`src/verilog/nand_host_defs.vh`:
```
`ifndef NAND_HOST_DEFS_VH
`define NAND_HOST_DEFS_VH
// user-side operation codes
`define OP_CMD 2'h0
`define OP_ADDR 2'h1
`define OP_WRITE 2'h2
`define OP_READ 2'h3
// address field layout
`define COL_W 12
`define PAGE_W 6
`define BLOCK_W 11
`define ROW_W 17
// column bit 11 set forces bits 10:7 low
`define COL_SPARE_MASK 12'h87f
`define ADDR_BYTES_LARGE 3'h5
`define ADDR_BYTES_SMALL 3'h4
// strobe timing: low and high phase of each strobe in ns, 10 MHz clock
`define STROBE_NS 200
`define CLK_NS 100
`define STROBE_CYC ((`STROBE_NS + `CLK_NS - 1) / `CLK_NS)
`define CNT_W 4
// fifo geometry
`define FIFO_DEPTH 4
`define FIFO_AW 2
`endif

```
`src/verilog/nand_host.v`:
```
`timescale 1ns/1ns
`include "nand_host_defs.vh"
// Overview of operation
// - send five address bytes for two-plane part, four for one-plane part
// - byte 1 column 7:0; byte 2 column 11:8, upper lines low
// - byte 3 block 1:0 and page; byte 4 block 9:2; byte 5 block 10
// - column bit 12 low; with column bit 11 set bits 10:7 low
// - command cycle: select low, cle high, ale low, read strobe high
// - address cycle: select low, ale high, cle low, read strobe high
// - data-in cycle: select low, both latches low, write protect high (here write protect just follows wp_allow_in)
// - data bytes go out one per write strobe, in order
// - read one byte per read strobe, write strobe high, latches low
// - hold write protect high through program or erase setup (here it follows wp_allow_in one cycle late outside reset; reset drives it low)
// - keep read strobe high while device is busy reading
module nand_host
(
  input wire clock_in,
  input wire nrst_in,
  // user request
  input wire [1:0] op_in,
  input wire [7:0] op_data_in,
  input wire [`COL_W-1:0] column_addr_in,
  input wire [`PAGE_W-1:0] page_addr_in,
  input wire [`BLOCK_W-1:0] block_in,
  input wire two_plane_in,
  input wire wp_allow_in,
  input wire op_valid_in,
  output reg op_ready_out,
  // read data stream
  output wire [7:0] rd_data_out,
  output wire rd_valid_out,
  input wire rd_ready_in,
  output reg busy_out,
  // flash pins
  output reg chip_sel_n_out,
  output reg cmd_latch_out,
  output reg addr_latch_out,
  output reg write_strobe_n_out,
  output reg read_strobe_n_out,
  output reg write_prot_n_out,
  input wire [7:0] io_in,
  output reg [7:0] io_out,
  output reg io_oe_n_out,
  input wire ready_busy_n_in
);
  localparam ST_IDLE = 3'h0;
  localparam ST_WLOW = 3'h1;
  localparam ST_WHIGH = 3'h2;
  localparam ST_RLOW = 3'h3;
  localparam ST_RHIGH = 3'h4;
  localparam ST_PUSH = 3'h5;
  reg [2:0] state_r;
  reg [`CNT_W-1:0] cnt_r;
  reg [2:0] byte_idx_r;
  reg [2:0] byte_cnt_r;
  reg [1:0] op_r;
  reg [`ROW_W-1:0] row_r;
  reg [`COL_W-1:0] col_r;
  reg [7:0] rd_byte_r;
  reg push_r;
  reg [7:0] addr_byte;
  wire fifo_ready;
  wire timer_done;
  ////////////////////////////////////////////////////////////////////////
  // read bytes pass through the fifo; a full fifo stalls the next read
  byte_fifo #(
    .WIDTH(8),
    .DEPTH(`FIFO_DEPTH),
    .AW(`FIFO_AW)
  ) u_fifo (
    .clock_in(clock_in),
    .nrst_in(nrst_in),
    .wr_data_in(rd_byte_r),
    .wr_valid_in(push_r),
    .wr_ready_out(fifo_ready),
    .rd_data_out(rd_data_out),
    .rd_valid_out(rd_valid_out),
    .rd_ready_in(rd_ready_in)
  );
  assign timer_done = (cnt_r == `STROBE_CYC - 1);
  ////////////////////////////////////////////////////////////////////////
  // address byte formatter, row is block above page
  always @*
  begin
    case (byte_idx_r)
      3'h0: addr_byte = col_r[7:0];
      3'h1: addr_byte = {4'h0, col_r[11:8]};
      3'h2: addr_byte = row_r[7:0];
      3'h3: addr_byte = row_r[15:8];
      3'h4: addr_byte = {7'h00, row_r[16]};
      default: addr_byte = 8'h00;
    endcase
  end
  ////////////////////////////////////////////////////////////////////////
  // strobe sequencer
  always @(posedge clock_in)
  begin
    if (!nrst_in)
    begin
      state_r <= ST_IDLE;
      cnt_r <= {`CNT_W{1'b0}};
      byte_idx_r <= 3'h0;
      byte_cnt_r <= 3'h0;
      op_r <= `OP_CMD;
      row_r <= {`ROW_W{1'b0}};
      col_r <= {`COL_W{1'b0}};
      rd_byte_r <= 8'h00;
      push_r <= 1'b0;
      busy_out <= 1'b0;
      op_ready_out <= 1'b0;
      chip_sel_n_out <= 1'b1;
      cmd_latch_out <= 1'b0;
      addr_latch_out <= 1'b0;
      write_strobe_n_out <= 1'b1;
      read_strobe_n_out <= 1'b1;
      write_prot_n_out <= 1'b0;
      io_out <= 8'h00;
      io_oe_n_out <= 1'b1;
    end
    else
    begin
      push_r <= 1'b0;
      write_prot_n_out <= wp_allow_in;
      // ready when idle, device ready and room for a read byte;
      // a push still in flight holds it low one more cycle
      op_ready_out <= (state_r == ST_IDLE) && ready_busy_n_in &&
        !(op_valid_in && op_ready_out) && fifo_ready && !push_r;
      case (state_r)
        ST_IDLE:
        begin
          cnt_r <= {`CNT_W{1'b0}};
          write_strobe_n_out <= 1'b1;
          read_strobe_n_out <= 1'b1;
          if (op_valid_in && op_ready_out)
          begin
            op_r <= op_in;
            busy_out <= 1'b1;
            chip_sel_n_out <= 1'b0;
            byte_idx_r <= 3'h0;
            col_r <= column_addr_in[11] ?
              (column_addr_in & `COL_SPARE_MASK) : column_addr_in;
            // block 10 exists only on the two-plane part
            row_r <= {two_plane_in & block_in[10], block_in[9:0],
              page_addr_in};
            byte_cnt_r <= two_plane_in ? `ADDR_BYTES_LARGE :
              `ADDR_BYTES_SMALL;
            cmd_latch_out <= (op_in == `OP_CMD);
            addr_latch_out <= (op_in == `OP_ADDR);
            io_out <= op_data_in;
            if (op_in == `OP_READ)
            begin
              // latches low, write strobe high, read strobe toggles
              io_oe_n_out <= 1'b1;
              state_r <= ST_RLOW;
            end
            else
            begin
              io_oe_n_out <= 1'b0;
              state_r <= ST_WLOW;
            end
          end
          else
          begin
            busy_out <= 1'b0;
            chip_sel_n_out <= 1'b1;
            cmd_latch_out <= 1'b0;
            addr_latch_out <= 1'b0;
            io_oe_n_out <= 1'b1;
          end
        end
        ST_WLOW:
        begin
          write_strobe_n_out <= 1'b0;
          if (op_r == `OP_ADDR)
            io_out <= addr_byte;
          cnt_r <= timer_done ? {`CNT_W{1'b0}} : cnt_r + 1'b1;
          if (timer_done)
            state_r <= ST_WHIGH;
        end
        ST_WHIGH:
        begin
          // rising strobe latches cmd, address or data byte
          write_strobe_n_out <= 1'b1;
          cnt_r <= timer_done ? {`CNT_W{1'b0}} : cnt_r + 1'b1;
          if (timer_done)
          begin
            if (op_r == `OP_ADDR &&
              byte_idx_r + 3'h1 != byte_cnt_r)
            begin
              byte_idx_r <= byte_idx_r + 3'h1;
              state_r <= ST_WLOW;
            end
            else
              state_r <= ST_IDLE;
          end
        end
        ST_RLOW:
        begin
          read_strobe_n_out <= 1'b0;
          cnt_r <= timer_done ? {`CNT_W{1'b0}} : cnt_r + 1'b1;
          if (timer_done)
          begin
            rd_byte_r <= io_in;
            state_r <= ST_RHIGH;
          end
        end
        ST_RHIGH:
        begin
          read_strobe_n_out <= 1'b1;
          cnt_r <= timer_done ? {`CNT_W{1'b0}} : cnt_r + 1'b1;
          if (timer_done)
            state_r <= ST_PUSH;
        end
        ST_PUSH:
        begin
          push_r <= 1'b1;
          state_r <= ST_IDLE;
        end
        default:
          state_r <= ST_IDLE;
      endcase
    end
  end
endmodule // nand_host

```
`src/verilog/byte_fifo.v`:
```
`timescale 1ns/1ns
// small synchronous fifo with valid/ready on both sides
module byte_fifo #(
  parameter WIDTH = 8,
  parameter DEPTH = 4,
  parameter AW = 2
)
(
  input wire clock_in,
  input wire nrst_in,
  input wire [WIDTH-1:0] wr_data_in,
  input wire wr_valid_in,
  output wire wr_ready_out,
  output wire [WIDTH-1:0] rd_data_out,
  output wire rd_valid_out,
  input wire rd_ready_in
);
  reg [WIDTH-1:0] mem_r [0:DEPTH-1];
  reg [AW-1:0] wr_ptr_r;
  reg [AW-1:0] rd_ptr_r;
  reg [AW:0] count_r;
  wire push;
  wire pop;
  ////////////////////////////////////////////////////////////////////////
  // honest full and empty from the fill count
  assign wr_ready_out = (count_r != DEPTH[AW:0]);
  assign rd_valid_out = (count_r != {(AW+1){1'b0}});
  assign rd_data_out = mem_r[rd_ptr_r];
  assign push = wr_valid_in && wr_ready_out;
  assign pop = rd_valid_out && rd_ready_in;
  // storage write
  always @(posedge clock_in)
  begin
    if (push)
      mem_r[wr_ptr_r] <= wr_data_in;
  end
  // pointers and count
  always @(posedge clock_in)
  begin
    if (!nrst_in)
    begin
      wr_ptr_r <= {AW{1'b0}};
      rd_ptr_r <= {AW{1'b0}};
      count_r <= {(AW+1){1'b0}};
    end
    else
    begin
      if (push)
        wr_ptr_r <= wr_ptr_r + {{(AW-1){1'b0}}, 1'b1};
      if (pop)
        rd_ptr_r <= rd_ptr_r + {{(AW-1){1'b0}}, 1'b1};
      if (push && !pop)
        count_r <= count_r + {{AW{1'b0}}, 1'b1};
      else if (pop && !push)
        count_r <= count_r - {{AW{1'b0}}, 1'b1};
    end
  end
endmodule // byte_fifo

```
`config.mk`:
```
export PLATFORM = sky130hd
export DESIGN_NAME = nand_host
export DESIGN_NICKNAME = d
export VERILOG_FILES = /design/src/verilog/nand_host.v /design/src/verilog/byte_fifo.v
export VERILOG_INCLUDE_DIRS = /design/src /design/src/verilog
export SDC_FILE = /design/constraint.sdc
export NUM_CORES = 1
export LEC_CHECK = 0
export ABC_AREA = 1
export BUFFER_PORTS_ARGS = -buffer_cell sky130_fd_sc_hd__buf_2
export CORE_UTILIZATION = 30
export CTS_BUF_LIST = sky130_fd_sc_hd__clkbuf_4
export CTS_CLUSTER_SIZE = 8
export DETAILED_ROUTE_END_ITERATION = 8
export PLACE_DENSITY = 0.47
export SETUP_SLACK_MARGIN = 0.5
export SYNTH_ARGS = -nofsm -noshare
export SYNTH_HDL_FRONTEND = slang
export SYNTH_SLANG_ARGS = --single-unit
```
`constraint.sdc`:
```
create_clock -name clock_in -period 2.6 [get_ports clock_in]
set_input_delay 0 -clock clock_in [delete_from_list [all_inputs] [get_ports clock_in]]
set_output_delay 0 -clock clock_in [all_outputs]
set_load 0.02 [all_outputs]
```
Word level (Yosys, flattened, before mapping)
Memory sizes are Yosys's and may differ from the RTL's. A register that Yosys moved wholly into a read port is not among the register bits. Cells that the tools add are included.

Bits in registers: 77. Memory bits (writable): 32. Input port bits: 54. Output and inout bits: 26. Word-level logic and storage cells: 119. Memories: 1.

Add/subtract/negate cells: 6. Equality and inequality tests: 22. Muxes and demuxes: 35. Bitwise logic cells: 1. Reductions and logical operators: 32.

Memory list: u_fifo.mem_r (words 4, bits a word 8, rd ports 1, clocked after Yosys merged registers in 1, wr ports 1, RTL line byte_fifo.v:18) `reg [WIDTH-1:0] mem_r [0:DEPTH-1];`.

Operators by type and width (number): $pmux 8 s5 (1); $mux 3 (10); $mux 8 (2); $pmux 8 s2 (1); $pmux 3 s5 (1); $eq 3x2->1 const B (4); $mux 12 (1); $ne 2x2->1 const B (6); $reduce_bool 2->1 (6); $mux 1 (11); $logic_and 1x1->1 (10); $eq 3x3->1 const B (3); $pmux 4 s2 (1); $add 3x1->3 const B (2); $eq 3x1->1 const B (2); $logic_not 3->1 (2); $mux 2 (3); $pmux 3 s2 (1); $reduce_and 5->1 (1); $add 2x1->2 const B (2); $add 4x1->4 const B (1); $eq 2x1->1 const B (2); $eq 4x1->1 const B (1); $logic_not 1->1 (4); 15 further kinds (18).

Longest topological paths before layout
Gate-level depths: netlist of the first run.

Depth in word-level cells: 6. Mapped depth: 11. Mapped depth without buffers: 11.

By module
Synthesis of the first run repeated with hierarchy kept, for this count alone.

Cells, all modules: 550. Area total of the unflattened synthesis: 4663.2 um2.

Modules (own cells, without submodules): nand_host (times used 1, cells each 406, area an instance 2975.4 um2, seq. area each 1381.3 um2); byte_fifo (times used 1, cells each 144, area an instance 1687.9 um2, seq. area each 1141.1 um2).

Least setup slack after synthesis of the first run
No wires, ideal clock.

Path kind: reg-to-reg. From: register u_fifo.count_r[1]. To: register u_fifo.count_r[2]. Library setup time: 0.122 ns. Arrival time: 1.706 ns. Data required time: 2.478 ns. Slack: 0.772 ns. Cell stages (with the launch flop): 11. Buffers on the path: 0. Clock period less this slack: 1.828 ns. Path through: dfxtp_1 -> inv_1 -> nand3_1 -> nand2_1 -> ha_1 -> inv_1 -> fa_1 -> a21oi_1 -> o21ai_0 -> o21ai_0 -> a21oi_1.

Longest elaborated chain between the ends: 5. Elaborated cells on any way between the ends: 13. Those cells by class: add/sub (2); eq/ne (1); mux (2); reduce/logical (8).

Ends and longest elaborated chain: start: declaration (RTL line byte_fifo.v:21) `reg [AW:0] count_r;`; start signal: assignment (RTL line byte_fifo.v:44) `count_r <= {(AW+1){1'b0}};`; start signal: assignment (RTL line byte_fifo.v:53) `count_r <= count_r + {{AW{1'b0}}, 1'b1};`; start signal: assignment (RTL line byte_fifo.v:55) `count_r <= count_r - {{AW{1'b0}}, 1'b1};`; $reduce_bool 3->1 (*) (RTL line byte_fifo.v:27) `assign rd_valid_out = (count_r != {(AW+1){1'b0}});`; via rd_valid_out (RTL line nand_host.v:31) `output wire rd_valid_out,`; $logic_and 1x1->1 (*) (RTL line byte_fifo.v:30) `assign pop = rd_valid_out && rd_ready_in;`; $logic_not 1->1 (RTL line byte_fifo.v:52) `if (push && !pop)`; $logic_and 1x1->1 (RTL line byte_fifo.v:52); $mux 3 or $reduce_bool 2->1 (tied branches).

Mark *: on every way through the listed nets, which the timed path passes. The rest lies on a longest branch. The select of a mux whose other input is x is not followed. A chain may end at the register's enable or synchronous reset.

Worst setup path in the final report of the first run
From: register u_fifo.count_r[1]. To: register u_fifo.count_r[2].

Longest elaborated chain between the ends: 5. Elaborated cells on any way between the ends: 13. Those cells by class: add/sub (2); eq/ne (1); mux (2); reduce/logical (8).

Ends and longest elaborated chain: $ne 3x3->1 (*) (RTL line byte_fifo.v:26) `assign wr_ready_out = (count_r != DEPTH[AW:0]);`; $logic_and 1x1->1 (*) (RTL line byte_fifo.v:29) `assign push = wr_valid_in && wr_ready_out;`; via u_fifo.push (RTL line byte_fifo.v:22) `wire push;`; $logic_not 1->1 (RTL line byte_fifo.v:54) `else if (pop && !push)`; $logic_and 1x1->1 (RTL line byte_fifo.v:54); $reduce_bool 2->1 (no line).

Marks and branches as above.

==> results of run 1 <==
[cells in the mapped netlist (2+ instances only)]
master	number
a21boi_0	3
edfxtp_1	32
o22ai_1	10
buf_4	2
nor2_4	2
xor2_1	3
o211ai_1	4
nor3_1	2
or2_2	3
clkbuf_1	10
inv_1	48
nand4_1	2
o21ai_0	75
dfxtp_1	78
a211oi_1	2
a21oi_1	45
ha_1	12
a22oi_1	2
inv_2	4
nor2_1	84
nand3_1	19
nand2_1	71
buf_2	5
[worst max-delay path, stage by stage, from the launching register on]
cell and delay, ns:
dfxtp_1 0.40, inv_1 0.09, nand3_1 0.14, nand2_2 0.13, inv_1 0.08, ha_1 0.13, inv_1 0.07, fa_1 0.37
a21oi_1 0.14, o21ai_0 0.10, o21ai_0 0.16, a21oi_1 0.06
[layout make-up]
cell class	count	share of cell area, %
repair buffers	142	17.2
flip-flops and latches	110	43.2
inverters	53	3.44
clock buffers	10	1.28
multi-input cells	346	29.7
well taps	184	3.94
clock inverters	6	1.35
[flip-flops by register name, summed over array words and instances, names as in the netlist, 2 cells and up, named ones only]
name and count:
byte_cnt_r 2, byte_idx_r 3, cnt_r 4, col_r 12, io_out 8, op_r 2
rd_byte_r 8, row_r 17, state_r 3, u_fifo.count_r 3, u_fifo.mem_r 32, u_fifo.rd_ptr_r 2
u_fifo.wr_ptr_r 2
[worst max-delay path by stage]
stage	from	end	slack, ns	cells after the start
6_report	u_fifo.count_r[1]	u_fifo.count_r[2]	0.64	11
3_5_place_dp	u_fifo.count_r[0]	u_fifo.count_r[2]	0.58	11
3_3_place_gp	u_fifo.count_r[0]	u_fifo.count_r[2]	0.64	11
5_1_grt	u_fifo.count_r[1]	u_fifo.count_r[2]	0.48	11
2_1_floorplan	u_fifo.count_r[1]	u_fifo.count_r[2]	0.77	10
4_1_cts	u_fifo.count_r[1]	u_fifo.count_r[2]	0.57	11
[what timing repair did]
action | in CTS | in global routing
hold endpoints to repair | 60 | 0
gates resized for setup | 0 | 4
hold buffers | 54 | 0
endpoints found under the setup margin | 0 | 10
[per-layer routing]
metal | track usage [%] | share of wire (%) | vias up | wire (um)
met3 | 3.61 | 3.7 | 19 | 427
met2 | 25.7 | 48 | 92 | 5470
met4 | 6.53 | 2.0 | 0 | 235
met5 | 0 | 0 | - | 0
li1 | - | - | 2028 | -
met1 | 18.9 | 47 | 1826 | 5340
[report_power, final]
part	total, W	leakage [nW]	internal (W)	switching, W
clock	0.000940	0.0850	0.000325	0.000615
combinational	0.00126	1.38	0.000450	0.000809
sequential	0.00206	0.908	0.00194	0.000119
total	0.00426	2.37	0.00272	0.00154
[cell families (layout without fill, tap and decap cells)]
logic type / after synthesis / after routing / share of synthesized area (%)
flops: 110 / 110 / 55.7
compound gates: 143 / 143 / 16.8
xor+xnor: 3 / 3 / 0.580
buf+inv: 70 / 211 / 6.10
fa+ha+maj: 13 / 13 / 3.75
simple gates: 187 / 187 / 17.1
[stage by stage]
step | cells | total power (W) | utilization [%] | hold slack, ns
after floorplan | 526 | 0.00292 | - | 0.0976
after global placement | 781 | 0.00327 | 35.2 | 0.183
after detailed placement | 781 | 0.00329 | 35.2 | 0.188
after CTS | 851 | 0.00431 | 39.9 | 0.0344
after global routing | 851 | 0.00455 | 39.9 | 0.0507
final | 851 | 0.00426 | 39.9 | 0.0730
==> impl_metrics.csv, run 1 <==
group,metric,value,unit
power_and_ir_drop,power_density,729,mW/mm^2
floorplanning,die-area,0.0156,mm^2
min_path,whs_path_cells,5,
routing,post_drt_via_cell_ratio,4.66,
global_routing,initial_antenna_violation_count,0,
floorplanning,die_x,125,um
timing,max_freq,510,MHz
routing,dr.pass1.iters,7,
outcome,violations,"design-rule violations",
yosys,prevailing_post_synth_register_cell,"dfxtp_1",
global_routing,grt-ovfl-total,0,
placed_design,dp_slack,0.580,ns
clock_network,cts_inserted_buffers,9,
routing,detailedRoute.firstIterationViolations,182,
worst_setup_path,arrival_time_of_data_at_the_critical_path_endpoint,2.37,ns
timing,report.final.hold_viol_count,0,
finish,multi_input_comb_area,0.00174,mm^2
finish,drive_gt1_share,17.8,%
yosys,synthesis.area,0.00453,mm^2
finish,fin_nets,729,
global_routing,grt.total_usage,15.4,%
global_routing,grt_pass1_vias,3874,
timing,slew_headroom,64.5,%
clock_network,clock_path_buffers,2,
clock_network,cts_num_sinks,110,
timing,tightest_pin_transition,0.530,ns
worst_setup_path,worst_ep_required_time,3.00,ns
worst_setup_path,rr_endpoint,"u_fifo.count_r[2]",
clock_network,cts_tree,"done",
yosys,ys_ff_latch,110,
min_path,hold_path_end,"byte_cnt_r[0]",
global_routing,grt_start_max_net_pins,55,
finish,area.growth.synth_to_final,29.0,%
placed_design,count_of_buffers_from_port_buffering,79,
min_path,holdCritPathClass,"in -> reg",
timing,worst_clock_skew,0.0167,ns
timing,timing.final.crit_share,75.5,%
routing,wirelength_per_cell,13.5,um
worst_setup_path,cp-end-kind,"flip-flop",
placed_design,dp_hpwl,7.90,mm
worst_setup_path,crit_path_launch_type,"flip-flop",
finish,antenna-diode-count,0,
routing,route.final.wire_length,11.5,mm
routing,detail_route.drc_violations,6,
worst_setup_path,ff2ff_setup_slack,0.64,ns
clock_network,cts-root-buf,"clkbuf_4",
timing,drv_slew,0,
yosys,netlist_instances,526,
floorplanning,rows,44,
clock_network,clock_insertion_delay_worst_skew,0.50,ns
yosys,synth_fp_nets,593,
power_and_ir_drop,leakage,2.37,nW
placed_design,placed_cell_area,0.00515,mm^2
placed_design,globalplace.congestion,0.829,
yosys,synth_top_area_cell,"dfxtp_1",
outcome,outcome,"finished, violations left",
routing,via_count,3965,
yosys,synth_warnings,0,
power_and_ir_drop,irDropWorstVdd,277,uV
yosys,netlist.area_leader.share,34.5,%
finish,regArea,0.00252,mm^2
yosys,avgSynthCellArea,8.62,um^2
worst_setup_path,number_of_cell_instances_on_the_worst_register_to_register_path,11,
yosys,synth_area_leaders,"dfxtp_1 34%, edfxtp_1 21%, o21ai_0 8.3%",
timing,setup_viol_count_final,0,
yosys,async_reset_ff_share,0,%
timing,grt_setup_unrepaired,"yes",
floorplanning,core_area,0.0146,mm^2
floorplanning,start_util,30.9,%
global_routing,grt_pass1_wl,18.9,mm
yosys,synthDistinctLibCells,31,
floorplanning,num_io_pins,80,
yosys,synth-seq-area-share,55.7,%
timing,setup-tns-final,0,ns
clock_network,depth_of_the_cts_h_tree,3,
timing,finalCriticalPeriod,1.96,ns
worst_setup_path,worst-setup-path-type,"reg -> reg",
worst_setup_path,worstReg2RegStart,"u_fifo.count_r[1]",
clock_network,clkTransAtPathRegs,0.18,ns
flow_run,drv_cap,0,
timing,worst_slack,0.638,ns
clock_network,post-cts-setup-buffers,0,
floorplanning,die_h,125,um
min_path,min_from,"op_valid_in",
finish,commonest_cells_after_routing_fill_and_taps_aside,"84 x nor2_1, 79 x buf_2, 77 x dfxtp_1",
yosys,synth-edff-count,32,
routing,ant_nets_after_route,0,
worst_setup_path,crit_path_max_fanout,9,
finish,nFillCells,1494,
finish,postLayoutCellArea,0.00585,mm^2
finish,final_common_cell,"nor2_1",
No activity file was read; power rests on OpenSTA's default activity.
==> run 2, diff against run 1 <==
--- a/config.mk
+++ b/config.mk
@@ -12,7 +12,7 @@
 export CTS_BUF_LIST = sky130_fd_sc_hd__clkbuf_4
 export CTS_CLUSTER_SIZE = 8
 export DETAILED_ROUTE_END_ITERATION = 8
-export PLACE_DENSITY = 0.47
+export PLACE_DENSITY = 0.49
 export SETUP_SLACK_MARGIN = 0.5
 export SYNTH_ARGS = -nofsm -noshare
 export SYNTH_HDL_FRONTEND = slang
==> constraint.sdc (replaced) <==
create_clock -name clock_in -period 1.7 [get_ports clock_in]
set_input_delay 0 -clock clock_in [delete_from_list [all_inputs] [get_ports clock_in]]
set_output_delay 0 -clock clock_in [all_outputs]
set_load 0.02 [all_outputs]
==> run 2 against run 1 <==
Net effect:
- sequential share of layout area shrank 10 points
- combinational power grew to 3.3 times the previous value
- final cell count grew 7.3%
- worst hold slack lost 0.19 ns
- total power grew 110%
- clock-buffer cell count shrank 1
- critical path type unchanged
- sequential power grew 58%
- clock skew is essentially flat
- register-to-register slack lost 0.58 ns
- the run ends with design-rule violations, negative hold slack left
==> impl_metrics.csv, run 2 (synthesis results as in run 1) <==
group,metric,value,unit
routing,post_drt_via_cell_ratio,4.79,
global_routing,grt_pass1_vias,4515,
floorplanning,num_io_pins,80,
placed_design,dp_hpwl,7.75,mm
min_path,whs_path_cells,4,
clock_network,clkTransAtPathRegs,0.16,ns
clock_network,depth_of_the_cts_h_tree,3,
worst_setup_path,cp-end-kind,"flip-flop",
floorplanning,die_h,125,um
clock_network,cts_inserted_buffers,9,
finish,commonest_cells_after_routing_fill_and_taps_aside,"71 x buf_2, 63 x dfxtp_1, 53 x dlygate4sd3_1",
timing,grt_setup_unrepaired,"yes",
worst_setup_path,worst_ep_required_time,2.10,ns
routing,via_count,4371,
power_and_ir_drop,cellInternalPower,0.00553,W
timing,finalCriticalPeriod,1.64,ns
finish,multi_input_comb_area,0.00269,mm^2
timing,slew_headroom,70.3,%
timing,timing.hold.ws,-0.112,ns
timing,drv_slew,0,
power_and_ir_drop,irDropWorstVdd,477,uV
worst_setup_path,rr_endpoint,"u_fifo.count_r[2]",
placed_design,globalplace.congestion,0.772,
clock_network,cts_num_sinks,110,
outcome,outcome,"finished, violations left",
finish,regArea,0.00256,mm^2
finish,postLayoutCellArea,0.00772,mm^2
routing,detailedRoute.firstIterationViolations,176,
worst_setup_path,number_of_cell_instances_on_the_worst_register_to_register_path,11,
power_and_ir_drop,leakage,3.04,nW
worst_setup_path,crit_path_launch_type,"flip-flop",
clock_network,postCtsHoldBufs,53,
worst_setup_path,worstReg2RegStart,"u_fifo.count_r[0]",
placed_design,dp_slack,0.0286,ns
power_and_ir_drop,seq_power_share,36.4,%
worst_setup_path,ff2ff_setup_slack,0.06,ns
timing,worst_clock_skew,0.0171,ns
worst_setup_path,crit_path_max_fanout,2,
floorplanning,core_area,0.0146,mm^2
floorplanning,rows,44,
global_routing,grt_start_max_net_pins,29,
finish,largest_register_ff_count,32,
global_routing,grt_pass1_wl,21.7,mm
timing,setup_viol_count_final,0,
min_path,holdCritPathClass,"in -> reg",
power_and_ir_drop,p_total,0.00891,W
finish,largestRegisters,"u_fifo.mem_r (32), row_r (17), col_r (12)",
power_and_ir_drop,share_comb_of_total_power,46.6,%
finish,final_common_cell,"buf_2",
floorplanning,start_util,30.9,%
floorplanning,die-area,0.0156,mm^2
routing,dr.pass1.iters,6,
power_and_ir_drop,netSwitchingPower,0.00338,W
worst_setup_path,arrival_time_of_data_at_the_critical_path_endpoint,2.05,ns
routing,ant_nets_after_route,0,
finish,area.growth.synth_to_final,70.3,%
routing,route.final.wire_length,13.6,mm
global_routing,grt.total_usage,17.7,%
timing,timing.final.crit_share,96.6,%
timing,worst_slack,0.0579,ns
placed_design,count_of_buffers_from_port_buffering,79,
global_routing,grt-ovfl-total,0,
clock_network,cts_tree,"done",
placed_design,placed_cell_area,0.00534,mm^2
finish,nFillCells,1269,
power_and_ir_drop,power.share.switching,38.0,%
flow_run,drv_cap,0,
finish,fin_nets,791,
timing,tightest_pin_transition,0.445,ns
outcome,violations,"design-rule violations, negative hold slack",
clock_network,clock_insertion_delay_worst_skew,0.50,ns
min_path,min_from,"rd_ready_in",
timing,report.final.hold_viol_count,5,
floorplanning,die_x,125,um
global_routing,initial_antenna_violation_count,0,
worst_setup_path,cp-startpoint,"u_fifo.count_r[0]",
timing,max_freq,609,MHz
clock_network,cts-root-buf,"clkbuf_4",
routing,detail_route.drc_violations,8,
power_and_ir_drop,pwr-share-clk,17.0,%
finish,drive_gt1_share,51.4,%
routing,wirelength_per_cell,14.9,um
finish,largest-register,"u_fifo.mem_r",
worst_setup_path,worst-setup-path-type,"reg -> reg",
power_and_ir_drop,power_density,1150,mW/mm^2
clock_network,clock_path_buffers,2,
finish,antenna-diode-count,0,
## run 2: changes by cell type in the layout (fill, tap and decap cells not counted), sizes merged
cell / before / now
inv: 55 / 53
clkbuf: 10 / 9
nand2: 73 / 74
bufinv: 1 / 2
dlygate4sd3: 54 / 53
clkinvlp: 0 / 3
clkinv: 3 / 9
buf: 88 / 143
## run 2: worst max-delay path, cell delays in order, from the launching register on
cell,delay (ns)
dfxtp_2,0.39
inv_4,0.05
nand3_4,0.08
nand2_4,0.05
inv_2,0.06
ha_4,0.13
inv_4,0.03
fa_2,0.35
a21oi_2,0.14
o21ai_2,0.07
o21ai_1,0.14
a21oi_1,0.06
## run 2: power by group through the flow
stage / combinational (W) / sequential, W / clock (W)
after floorplan: 0.00136 / 0.00330 / 0
after global placement: 0.00204 / 0.00322 / 0
after detailed placement: 0.00207 / 0.00323 / 0
after CTS: 0.00353 / 0.00321 / 0.00157
after global routing: 0.00446 / 0.00328 / 0.00166
final: 0.00415 / 0.00325 / 0.00152
## run 2: cell type report
| cell class | instances | area share [%] |
|---|---|---|
| Multi-Input combinational cell | 347 | 34.9 |
| Sequential cell | 110 | 33.1 |
| Timing Repair Buffer | 196 | 22.2 |
| Inverter | 53 | 3.31 |
| Tap cell | 184 | 2.98 |
| Timing Repair inverter | 7 | 1.36 |
| Clock inverter | 7 | 1.26 |
| Clock buffer | 9 | 0.875 |
## run 2: what timing repair did
action | in CTS | in global routing
pin swaps | 59 | 73
buffers inserted | 34 | 10
gates cloned | 10 | 0
endpoints found under the hold margin | 71 | 5
setup endpoints to repair | 105 | 108
resized for setup | 224 | 147
## run 2: how the worst max path moves through the flow
stage / end / slack (ns) / depth (start not counted)
detailed placement: u_fifo.count_r[1] / 0.03 / 9
global placement: u_fifo.count_r[2] / 0.09 / 11
global route: u_fifo.count_r[2] / -0.04 / 11
finish: u_fifo.count_r[2] / 0.06 / 11
floorplan: u_fifo.count_r[2] / 0.11 / 11
CTS: u_fifo.count_r[2] / 0.09 / 11
## run 2: metrics by stage
stage / cells / utilization [%] / TNS, ns
after floorplan: 526 / - / 0
after global placement: 790 / 36.5 / 0
final: 913 / 52.7 / 0
after detailed placement: 790 / 36.5 / 0
after CTS: 903 / 48.4 / 0
after global routing: 913 / 52.7 / -0.0444
## run 2: routing by layer
layer | GRT usage, % | vias up | wire length [um]
li1 | - | 2175 | -
met1 | 21.3 | 2106 | 6070
met2 | 31.2 | 71 | 6860
met3 | 3.69 | 19 | 384
met4 | 6.31 | 0 | 257
met5 | 0 | - | 0
